File: src/pkg/tmpg_defines.vh
// Purpose: constants for the tributary mapping pattern generator
// Assumes: plain Verilog-2005, included by bare name
// Notes:   codes are one-hot or small enumerations chosen for this block
// Functional notes
// - tributary mapping acts only when structure is a tributary mapping mode
// - payload comes from external input or internal pattern source
// - floating modes need a tributary under test and payload before sending
// - low-order mode accepts only 2 Mb/s or 64k payloads
// - high-order mode accepts 34, 45, 8, 2 Mb/s or 64k payloads
// - full container mode accepts 140 Mb/s or any lower rate
// - low-order selection takes a group first: one of three, or all
// - low-order mode takes an index of one tributary within the group
// - high-order mode selects one of two positions, or all with code 3
// - selected pattern goes into tributary under test; offer depends on payload rate
// - one-mark-per-octet pattern sends 10000000 repeatedly
// - user word of 8, 16 or 24 bits for plesiochronous payloads only
// - user word bytes preset to zeros or ones, default 10101010
// - arbitrary user word bytes apply once editing is done
// - internal pattern applies only when payload is not external
// - coupled mode copies transmit settings to receive configuration
`ifndef TMPG_DEFINES_VH
`define TMPG_DEFINES_VH
// ---------------------------------------------------------------
// structure codes
// ---------------------------------------------------------------
`define TMPG_ST_BULK      2'h0
`define TMPG_ST_LO        2'h1
`define TMPG_ST_HO        2'h2
`define TMPG_ST_FULL      2'h3
// ---------------------------------------------------------------
// payload rate codes
// ---------------------------------------------------------------
`define TMPG_PL_NONE      3'h0
`define TMPG_PL_64K       3'h1
`define TMPG_PL_2M        3'h2
`define TMPG_PL_8M        3'h3
`define TMPG_PL_34M       3'h4
`define TMPG_PL_45M       3'h5
`define TMPG_PL_140M      3'h6
`define TMPG_PL_SYNC      3'h7
// ---------------------------------------------------------------
// pattern codes
// ---------------------------------------------------------------
`define TMPG_PAT_ONES     3'h0
`define TMPG_PAT_ZEROS    3'h1
`define TMPG_PAT_ALT      3'h2
`define TMPG_PAT_1IN8     3'h3
`define TMPG_PAT_USER     3'h4
`define TMPG_PAT_PRBS     3'h5
// ---------------------------------------------------------------
// word values and selections
// ---------------------------------------------------------------
`define TMPG_BYTE_1IN8    8'h80
`define TMPG_BYTE_DEF     8'haa
`define TMPG_BYTE_ZERO    8'h00
`define TMPG_BYTE_ONE     8'hff
`define TMPG_PRE_EDIT     2'h0
`define TMPG_PRE_ZERO     2'h1
`define TMPG_PRE_ONE      2'h2
`define TMPG_PRE_DEF      2'h3
`define TMPG_LEN_8        2'h0
`define TMPG_LEN_16       2'h1
`define TMPG_LEN_24       2'h2
`define TMPG_GRP_ALL      2'h3
`define TMPG_HO_ALL       2'h3
`define TMPG_LO_MAX       6'h14
`define TMPG_PRBS_SEED    15'h7fff
`endif

File: src/rtl/tmpg_top.v
// Purpose: tributary mapping and test pattern selection for transmit side
// Assumes: settings are quasi-static, from control software on i_clk
// Notes:   o_tx_bit_ff is the payload bit placed into the chosen tributary
`timescale 1ns/1ps
`default_nettype none
`include "tmpg_defines.vh"
module tmpg_top (
   input  wire        i_clk,
   input  wire        i_rst_b,
   input  wire [1:0]  i_structure,
   input  wire [2:0]  i_payload,
   input  wire        i_ext_sel,
   input  wire        i_ext_bit,
   input  wire        i_bit_en,
   input  wire [2:0]  i_pattern,
   input  wire [1:0]  i_group_sel,
   input  wire [5:0]  i_lo_index,
   input  wire [1:0]  i_ho_sel,
   input  wire [1:0]  i_word_len,
   input  wire [2:0]  i_byte_sel,
   input  wire [1:0]  i_byte_preset,
   input  wire        i_byte_wr,
   input  wire [7:0]  i_byte_val,
   input  wire        i_edit_done,
   input  wire        i_coupled,
   output reg         o_map_active_ff,
   output reg         o_cfg_error_ff,
   output reg         o_tx_bit_ff,
   output reg         o_tx_bit_vld_ff,
   output reg  [1:0]  o_tributary_group_ff,
   output reg  [5:0]  o_tributary_under_test_ff,
   output reg         o_every_low_order_tributary_ff,
   output reg         o_use_internal_ff,
   output reg  [23:0] o_user_word_ff,
   output reg  [1:0]  o_rx_structure_ff,
   output reg  [2:0]  o_rx_payload_ff,
   output reg  [2:0]  o_rx_pattern_ff
);
   // ------------------------------------------------------------
   // payload legality per structure
   // ------------------------------------------------------------
   function pl_ok;
      input [1:0] st;
      input [2:0] pl;
      begin
         case (st)
            `TMPG_ST_LO:   pl_ok = (pl == `TMPG_PL_2M) || (pl == `TMPG_PL_64K);
            `TMPG_ST_HO:   pl_ok = (pl >= `TMPG_PL_64K) && (pl <= `TMPG_PL_45M);
            `TMPG_ST_FULL: pl_ok = (pl >= `TMPG_PL_64K) && (pl <= `TMPG_PL_140M);
            default:       pl_ok = 1'b0;
         endcase
      end
   endfunction

   // pattern offered for given payload
   // 64k and synchronous payloads get no user word; a refused
   // pattern keeps the strobe quiet rather than send stale bits
   function pat_ok;
      input [2:0] pat;
      input [2:0] pl;
      begin
         case (pat)
            `TMPG_PAT_ONES, `TMPG_PAT_ZEROS, `TMPG_PAT_PRBS: pat_ok = 1'b1;
            `TMPG_PAT_ALT:  pat_ok = (pl != `TMPG_PL_SYNC);
            `TMPG_PAT_1IN8: pat_ok = (pl >= `TMPG_PL_2M) && (pl <= `TMPG_PL_140M);
            `TMPG_PAT_USER: pat_ok = (pl >= `TMPG_PL_2M) && (pl <= `TMPG_PL_140M);
            default:        pat_ok = 1'b0;
         endcase
      end
   endfunction

   // ------------------------------------------------------------
   // user word editing
   // ------------------------------------------------------------
   reg  [23:0] edit_ff;
   reg  [7:0]  pre_byte;
   reg  [23:0] nxt_edit;
   integer     k;

   // preset choice for the byte being set
   always @* begin
      case (i_byte_preset)
         `TMPG_PRE_ZERO: pre_byte = `TMPG_BYTE_ZERO;
         `TMPG_PRE_ONE:  pre_byte = `TMPG_BYTE_ONE;
         `TMPG_PRE_DEF:  pre_byte = `TMPG_BYTE_DEF;
         default:        pre_byte = i_byte_val;
      endcase
      nxt_edit = edit_ff;
      for (k = 0; k < 3; k = k + 1) begin
         if (i_byte_sel[k]) begin
            nxt_edit[k*8 +: 8] = pre_byte;
         end
      end
   end

   // default bytes; apply on done only
   always @(posedge i_clk or negedge i_rst_b) begin
      if (!i_rst_b) begin
         edit_ff        <= {3{`TMPG_BYTE_DEF}};
         o_user_word_ff <= {3{`TMPG_BYTE_DEF}};
      end else begin
         if (i_byte_wr) begin
            edit_ff <= nxt_edit;
         end
         if (i_edit_done) begin
            o_user_word_ff <= i_byte_wr ? nxt_edit : edit_ff;
         end
      end
   end

   // ------------------------------------------------------------
   // external input synchroniser
   // ------------------------------------------------------------
   reg [1:0] ext_sync_ff;
   reg [1:0] en_sync_ff;
   reg       en_last_ff;

   // only the second stage is read: the first may be metastable
   // a slot is lost if the strobe rises twice within two cycles
   always @(posedge i_clk or negedge i_rst_b) begin
      if (!i_rst_b) begin
         ext_sync_ff <= 2'b00;
         en_sync_ff  <= 2'b00;
         en_last_ff  <= 1'b0;
      end else begin
         ext_sync_ff <= {ext_sync_ff[0], i_ext_bit};
         en_sync_ff  <= {en_sync_ff[0], i_bit_en};
         en_last_ff  <= en_sync_ff[1];
      end
   end
   // one pulse per payload bit slot, from the synced enable edge
   wire adv = en_sync_ff[1] & ~en_last_ff;

   // ------------------------------------------------------------
   // selection checks
   // ------------------------------------------------------------
   wire is_lo = (i_structure == `TMPG_ST_LO);
   wire is_ho = (i_structure == `TMPG_ST_HO);
   wire map_mode = (i_structure != `TMPG_ST_BULK);
   wire lo_sel_ok = (i_group_sel == `TMPG_GRP_ALL) ||
                    ((i_lo_index != 6'd0) && (i_lo_index <= `TMPG_LO_MAX));
   wire ho_sel_ok = (i_ho_sel != 2'd0);
   // floating modes need tributary and payload
   wire trib_ok = is_lo ? lo_sel_ok : (is_ho ? ho_sel_ok : 1'b1);
   wire pay_ok  = pl_ok(i_structure, i_payload);
   // pattern only used without external add
   wire pattern_ok = i_ext_sel || pat_ok(i_pattern, i_payload);
   wire all_ok = map_mode && trib_ok && pay_ok && pattern_ok;

   reg [2:0] pat_last_ff;
   wire      gen_bit;

   // any pattern change restarts the word at its first bit; the far end
   // first gets the bit held from the old pattern (twice if a slot meets the restart), then msb-first
   tmpg_word_gen u_gen (
      .i_clk     (i_clk),
      .i_rst_b   (i_rst_b),
      .i_adv     (adv),
      .i_restart (pat_last_ff != i_pattern),
      .i_pat     (i_pattern),
      .i_len     (i_word_len),
      .i_word    (o_user_word_ff),
      .o_bit_ff  (gen_bit)
   );

   // ------------------------------------------------------------
   // status, tributary and data outputs
   // ------------------------------------------------------------
   always @(posedge i_clk or negedge i_rst_b) begin
      if (!i_rst_b) begin
         pat_last_ff                    <= `TMPG_PAT_ONES;
         o_map_active_ff                <= 1'b0;
         o_cfg_error_ff                 <= 1'b0;
         o_tx_bit_ff                    <= 1'b0;
         o_tx_bit_vld_ff                <= 1'b0;
         o_tributary_group_ff           <= 2'd0;
         o_tributary_under_test_ff      <= 6'd0;
         o_every_low_order_tributary_ff <= 1'b0;
         o_use_internal_ff              <= 1'b0;
      end else begin
         pat_last_ff     <= i_pattern;
         o_map_active_ff <= all_ok;
         o_cfg_error_ff  <= map_mode && !all_ok;
         // source select; internal when not external
         o_use_internal_ff <= !i_ext_sel;
         o_tx_bit_vld_ff <= adv && all_ok;
         if (adv) begin
            o_tx_bit_ff <= i_ext_sel ? ext_sync_ff[1] : gen_bit;
         end
         o_tributary_group_ff <= is_lo ? i_group_sel : 2'd0;
         o_every_low_order_tributary_ff <= is_lo && (i_group_sel == `TMPG_GRP_ALL);
         o_tributary_under_test_ff <= is_lo ? i_lo_index :
                                      (is_ho ? {4'd0, i_ho_sel} : 6'd0);
      end
   end

   // receive copy tracks only while coupled; it keeps the last
   // copied values once the two sides are made independent again
   // coupled copy to receive settings
   always @(posedge i_clk or negedge i_rst_b) begin
      if (!i_rst_b) begin
         o_rx_structure_ff <= `TMPG_ST_BULK;
         o_rx_payload_ff   <= `TMPG_PL_NONE;
         o_rx_pattern_ff   <= `TMPG_PAT_ONES;
      end else if (i_coupled) begin
         o_rx_structure_ff <= i_structure;
         o_rx_payload_ff   <= i_payload;
         o_rx_pattern_ff   <= i_pattern;
      end
   end
endmodule // tmpg_top
`default_nettype wire

File: src/rtl/tmpg_word_gen.v
// Purpose: internal pattern bit source for the mapping generator
// Assumes: i_adv pulses once per payload bit slot
// Notes:   prbs is 2^15-1; pointer restarts on any pattern change
`timescale 1ns/1ps
`default_nettype none
`include "tmpg_defines.vh"
module tmpg_word_gen (
   input  wire        i_clk,
   input  wire        i_rst_b,
   input  wire        i_adv,
   input  wire        i_restart,
   input  wire [2:0]  i_pat,
   input  wire [1:0]  i_len,
   input  wire [23:0] i_word,
   output reg         o_bit_ff
);
   reg  [4:0]  ptr_ff;
   reg  [14:0] prbs_ff;
   reg  [4:0]  nxt_ptr;
   reg         nxt_bit;
   wire [4:0]  last_bit;
   wire [23:0] fix_word;

   // length of current word minus one
   assign last_bit = (i_pat == `TMPG_PAT_USER) ?
                     ((i_len == `TMPG_LEN_24) ? 5'd23 :
                      (i_len == `TMPG_LEN_16) ? 5'd15 : 5'd7) : 5'd7;
   // fixed patterns placed in the top byte; user word msb-first
   assign fix_word = (i_pat == `TMPG_PAT_USER) ?
                     ((i_len == `TMPG_LEN_24) ? i_word :
                      (i_len == `TMPG_LEN_16) ? {i_word[15:0], 8'h00} :
                      {i_word[7:0], 16'h0000}) :
                     (i_pat == `TMPG_PAT_1IN8) ? {`TMPG_BYTE_1IN8, 16'h0000} :
                     (i_pat == `TMPG_PAT_ALT) ? {`TMPG_BYTE_DEF, 16'h0000} :
                     (i_pat == `TMPG_PAT_ZEROS) ? 24'h000000 : 24'hffffff;

   always @* begin
      nxt_ptr = (ptr_ff >= last_bit) ? 5'd0 : ptr_ff + 5'd1;
      nxt_bit = (i_pat == `TMPG_PAT_PRBS) ? prbs_ff[14] :
                fix_word[5'd23 - ptr_ff];
   end

   always @(posedge i_clk or negedge i_rst_b) begin
      if (!i_rst_b) begin
         ptr_ff   <= 5'd0;
         prbs_ff  <= `TMPG_PRBS_SEED;
         o_bit_ff <= 1'b0;
      end else if (i_restart) begin
         ptr_ff   <= 5'd0;
      end else if (i_adv) begin
         ptr_ff   <= nxt_ptr;
         prbs_ff  <= {prbs_ff[13:0], prbs_ff[14] ^ prbs_ff[13]};
         o_bit_ff <= nxt_bit;
      end
   end
endmodule // tmpg_word_gen
`default_nettype wire
File: config.mk
export PLATFORM = sky130hd
export DESIGN_NAME = tmpg_top
export DESIGN_NICKNAME = d
export VERILOG_FILES = /design/src/rtl/tmpg_top.v /design/src/rtl/tmpg_word_gen.v
export VERILOG_INCLUDE_DIRS = /design/src /design/src/pkg
export SDC_FILE = /design/constraint.sdc
export NUM_CORES = 1
export LEC_CHECK = 0
export ABC_AREA = 1
export BUFFER_PORTS_ARGS = -buffer_cell sky130_fd_sc_hd__buf_2
export CORE_ASPECT_RATIO = 0.8
export CORE_MARGIN = 1.5
export CORE_UTILIZATION = 55
export DETAILED_ROUTE_END_ITERATION = 16
export GPL_TIMING_DRIVEN = 0
export HOLD_SLACK_MARGIN = 0.02
export PLACE_DENSITY = 0.79
export SYNTH_ARGS = -nofsm -noshare
export SYNTH_HDL_FRONTEND = slang
export SYNTH_SLANG_ARGS = --single-unit
File: constraint.sdc
create_clock -name i_clk -period 1.6 [get_ports i_clk]
set_input_delay 0.32 -clock i_clk [delete_from_list [all_inputs] [get_ports i_clk]]
set_output_delay 0.32 -clock i_clk [all_outputs]
set_load 0.1 [all_outputs]
==> run summary <==
Final slew viol count - 0
Clock Tree Buf Depth - 2
Buffers on Ports - 83
Max FO, Critical Path - 9
Diode count - 0
Status - finished, final reports clean
Critical path buffers and inverters - 4
Period utilization - 98.3%
Layout cells sized above 1 - 34.8%
Cell family with most CP delay - buffers and inverters
Final Hold Vio Count - 0
Clock transition at path regs - 0.10 ns
Root Buffer - clkbuf_8
Critical R2R Launch - u_gen.ptr_ff[1]$_DFFE_PN0P_
Critical path data arrival time - 1.82 ns
R2R setup slack - 0.03 ns
Hold path depth - 1
Critical-path cell list - buf_2 > inv_4 > nor3_1 > o21ai_1 > inv_1 > o21ai_2 > nand2_2 > buf_4 > o22ai_1
Reg2reg path depth - 9
Synthesized Nets - 538
FFs w/ async S/R, synth - 100%
GRT Overall Usage - 25.5%
Fill cells - 616
First-pass GRT wire length - 17.5 mm
Pre-antenna DRT Iters - 10
Leakage power - 2.63 nW
Post-DP Area - 0.00517 sq mm
Fmax - 635 MHz
Pwr Density - 1270 mW/mm^2
Fin area - 0.00548 sq mm
Cell Area, Synth - 0.00455 sq mm
GRT overflow - 0
Post-DRT Antenna Nets - 0
Cell count along the critical path - 9
Total Wirelength - 10.8 mm
Synth cell types - 36
CP Capture Type - flop
CTS sink cnt - 99
Vias per inst - 5.50
RSZ-0062 raised after global routing - yes
# rows - 29
CP max stage cell - dfrtp_1
Avg Cell Area, Syn - 9.20 sq um
Largest net degree at the start of global routing - 54
Synth area leaders - dfrtp_1 33%, dfstp_2 23%, nand2_1 7.9%, o21ai_0 5.2%, nand3_1 4.6%
EDFF count, synth - 0
Number of I/O pins - 87
CTS tree - yes
Via count - 3884
Startpoint Class - flop
Area growth syn-to-layout - 20.5%
GPL Wtd Cong - 0.964
CP max stage delay - 0.36 ns
Seq/Total Area, Yosys - 55.6%
Crit path launch - u_gen.ptr_ff[1]$_DFFE_PN0P_
Slew HR - 60.9%
DRC - 0
Most common cell in the netlist - nand2_1
Initial core utilization - 56.9%
Die Ht - 84.3 um
Worst vdd ir - 0.833 mV
H-tree lvl count - 3
Synthesized flop and latch total - 99
Ys flop type - dfrtp_1
Max-capacitance violation count - 0
Iter 0 DRT Violations - 309
Crit Path Category - reg2reg
Hold crit path type - in2reg
Top cells by count, synth - 96 x nand2_1, 60 x dfrtp_1, 50 x inv_1
Die area - 0.00882 sq mm
Cell count after synthesis - 494
Clock skew - 0.0108 ns
Area leader, netlist - dfrtp_1
TritonCTS Buffers - 9
Yosys top cell area share - 33.0%
R2R Path End - u_gen.ptr_ff[4]$_DFFE_PN0P_
WL per Instance - 15.3 um
Setup violators final - 0
Vias in the first global route - 3633
Worst-skew pair later-pin latency - 0.37 ns
Die width - 105 um
Fin crit period - 1.57 ns
Setup TNS - 0 ns
Worst Tran Pin Value - 0.587 ns
Core area - 0.00798 sq mm
CP required - 1.85 ns
Hpwl dp - 7.83 mm
YS warnings - 0
Layout Nets - 637
Initial antenna violation count - 0
Setup crit end - u_gen.ptr_ff[4]$_DFFE_PN0P_
==> registers in the layout, indices dropped and copies added, names as in the netlist <==
signal                          count
o_every_low_order_tributary_ff      1
o_tributary_group_ff                2
u_gen.prbs_ff                      15
u_gen.o_bit_ff                      1
o_rx_structure_ff                   2
en_last_ff                          1
pat_last_ff                         3
o_use_internal_ff                   1
o_map_active_ff                     1
o_tx_bit_vld_ff                     1
o_tributary_under_test_ff           6
o_cfg_error_ff                      1
en_sync_ff                          2
edit_ff                            24
ext_sync_ff                         2
o_tx_bit_ff                         1
o_rx_payload_ff                     3
u_gen.ptr_ff                        5
o_user_word_ff                     24
o_rx_pattern_ff                     3
==> final cells by class <==
class / instances / area [sq um] / share of cell area (%)
Sequential cell: 99 / 2570 / 46.9
Tap cell: 108 / 135 / 2.47
Buffer: 14 / 93.8 / 1.71
Clock inverter: 6 / 48.8 / 0.891
Clock buffer: 10 / 128 / 2.33
Timing Repair Buffer: 88 / 538 / 9.83
Inverter: 57 / 231 / 4.23
Multi-Input combinational cell: 324 / 1730 / 31.6
==> kinds of logic (layout without fill, tap and decap cells) <==
group	after synthesis	after routing	synth area share (%)
mux	14	14	3.47
xor+xnor	7	7	1.35
buf+inv	71	175	6.88
compound gates	101	101	12.4
fa+ha+maj	3	3	0.826
simple gates	199	199	19.5
flops	99	99	55.6
==> where the power goes <==
part           switching [mW]  total, mW  internal (mW)
Combinational            1.61       2.09          0.483
Clock                   0.898       1.48          0.585
Sequential              0.248       3.37           3.12
Total                    2.75       6.94           4.19
==> placed cells by master, fill, tap and decap left out, types with 7 or more instances in the layout <==
master / synthesis / routed
o21ai_0: 47 / 46
buf_2: 4 / 73
a21oi_1: 17 / 14
o21ai_1: 11 / 11
dfstp_2: 39 / 32
nand2_1: 96 / 95
nor2_1: 47 / 47
inv_1: 50 / 47
clkbuf_8: 0 / 9
dfstp_4: 0 / 7
nand3_1: 42 / 41
dfrtp_2: 0 / 13
buf_6: 2 / 12
a31oi_1: 13 / 13
mux2_2: 14 / 14
buf_4: 3 / 9
dfrtp_1: 60 / 47
==> how the worst min path moves through the flow <==
stage / startpoint / endpoint / slack [ns]
floorplan: i_rst_b / edit_ff[0]$_DFF_PN0_ / 0.02
global placement: en_sync_ff[0]$_DFF_PN0_ / en_sync_ff[1]$_DFF_PN0_ / 0.33
detailed placement: en_sync_ff[0]$_DFF_PN0_ / en_sync_ff[1]$_DFF_PN0_ / 0.34
CTS: i_bit_en / en_sync_ff[0]$_DFF_PN0_ / 0.04
global route: i_bit_en / en_sync_ff[0]$_DFF_PN0_ / 0.04
finish: i_bit_en / en_sync_ff[0]$_DFF_PN0_ / 0.05
==> metal layers <==
| layer | track usage [%] | wire length [um] |
|---|---|---|
| met1 | 36.2 | 4780 |
| met2 | 39.0 | 4940 |
| met3 | 6.13 | 894 |
| met4 | 8.47 | 182 |
| met5 | 0 | 0 |
==> repair_timing <==
item / 4_1_cts / 5_1_grt
endpoints found under the hold margin: 22 / 0
pin swaps: 4 / 4
cloned: 0 / 1
hold buffers: 1 / 0
endpoints found under the setup margin: 13 / 8
buffers inserted: 1 / 1
resized for setup: 22 / 16
==> per-stage QoR <==
| step | setup WS, ns | hold slack, ns | cells | util [%] | power [mW] |
|---|---|---|---|---|---|
| 6_report | 0.0264 | 0.0487 | 706 | 68.6 | 6.94 |
| 5_1_grt | -0.0901 | 0.0394 | 706 | 68.6 | 7.26 |
| 4_1_cts | 0.000681 | 0.0408 | 704 | 67.9 | 6.95 |
| 3_5_place_dp | -0.338 | 0.339 | 686 | 64.7 | 5.42 |
| 3_3_place_gp | -0.837 | 0.334 | 685 | 64.4 | 5.35 |
| 2_1_floorplan | 0.000424 | 0.0244 | 494 | - | 4.95 |
==> worst register-to-register path: stages (launching register included) <==
cell	delay [ns]
dfrtp_1	0.36
buf_2	0.25
inv_4	0.10
nor3_1	0.26
o21ai_1	0.09
inv_1	0.07
o21ai_2	0.06
nand2_2	0.09
buf_4	0.12
o22ai_1	0.06
(Power assumes the default switching activity.)
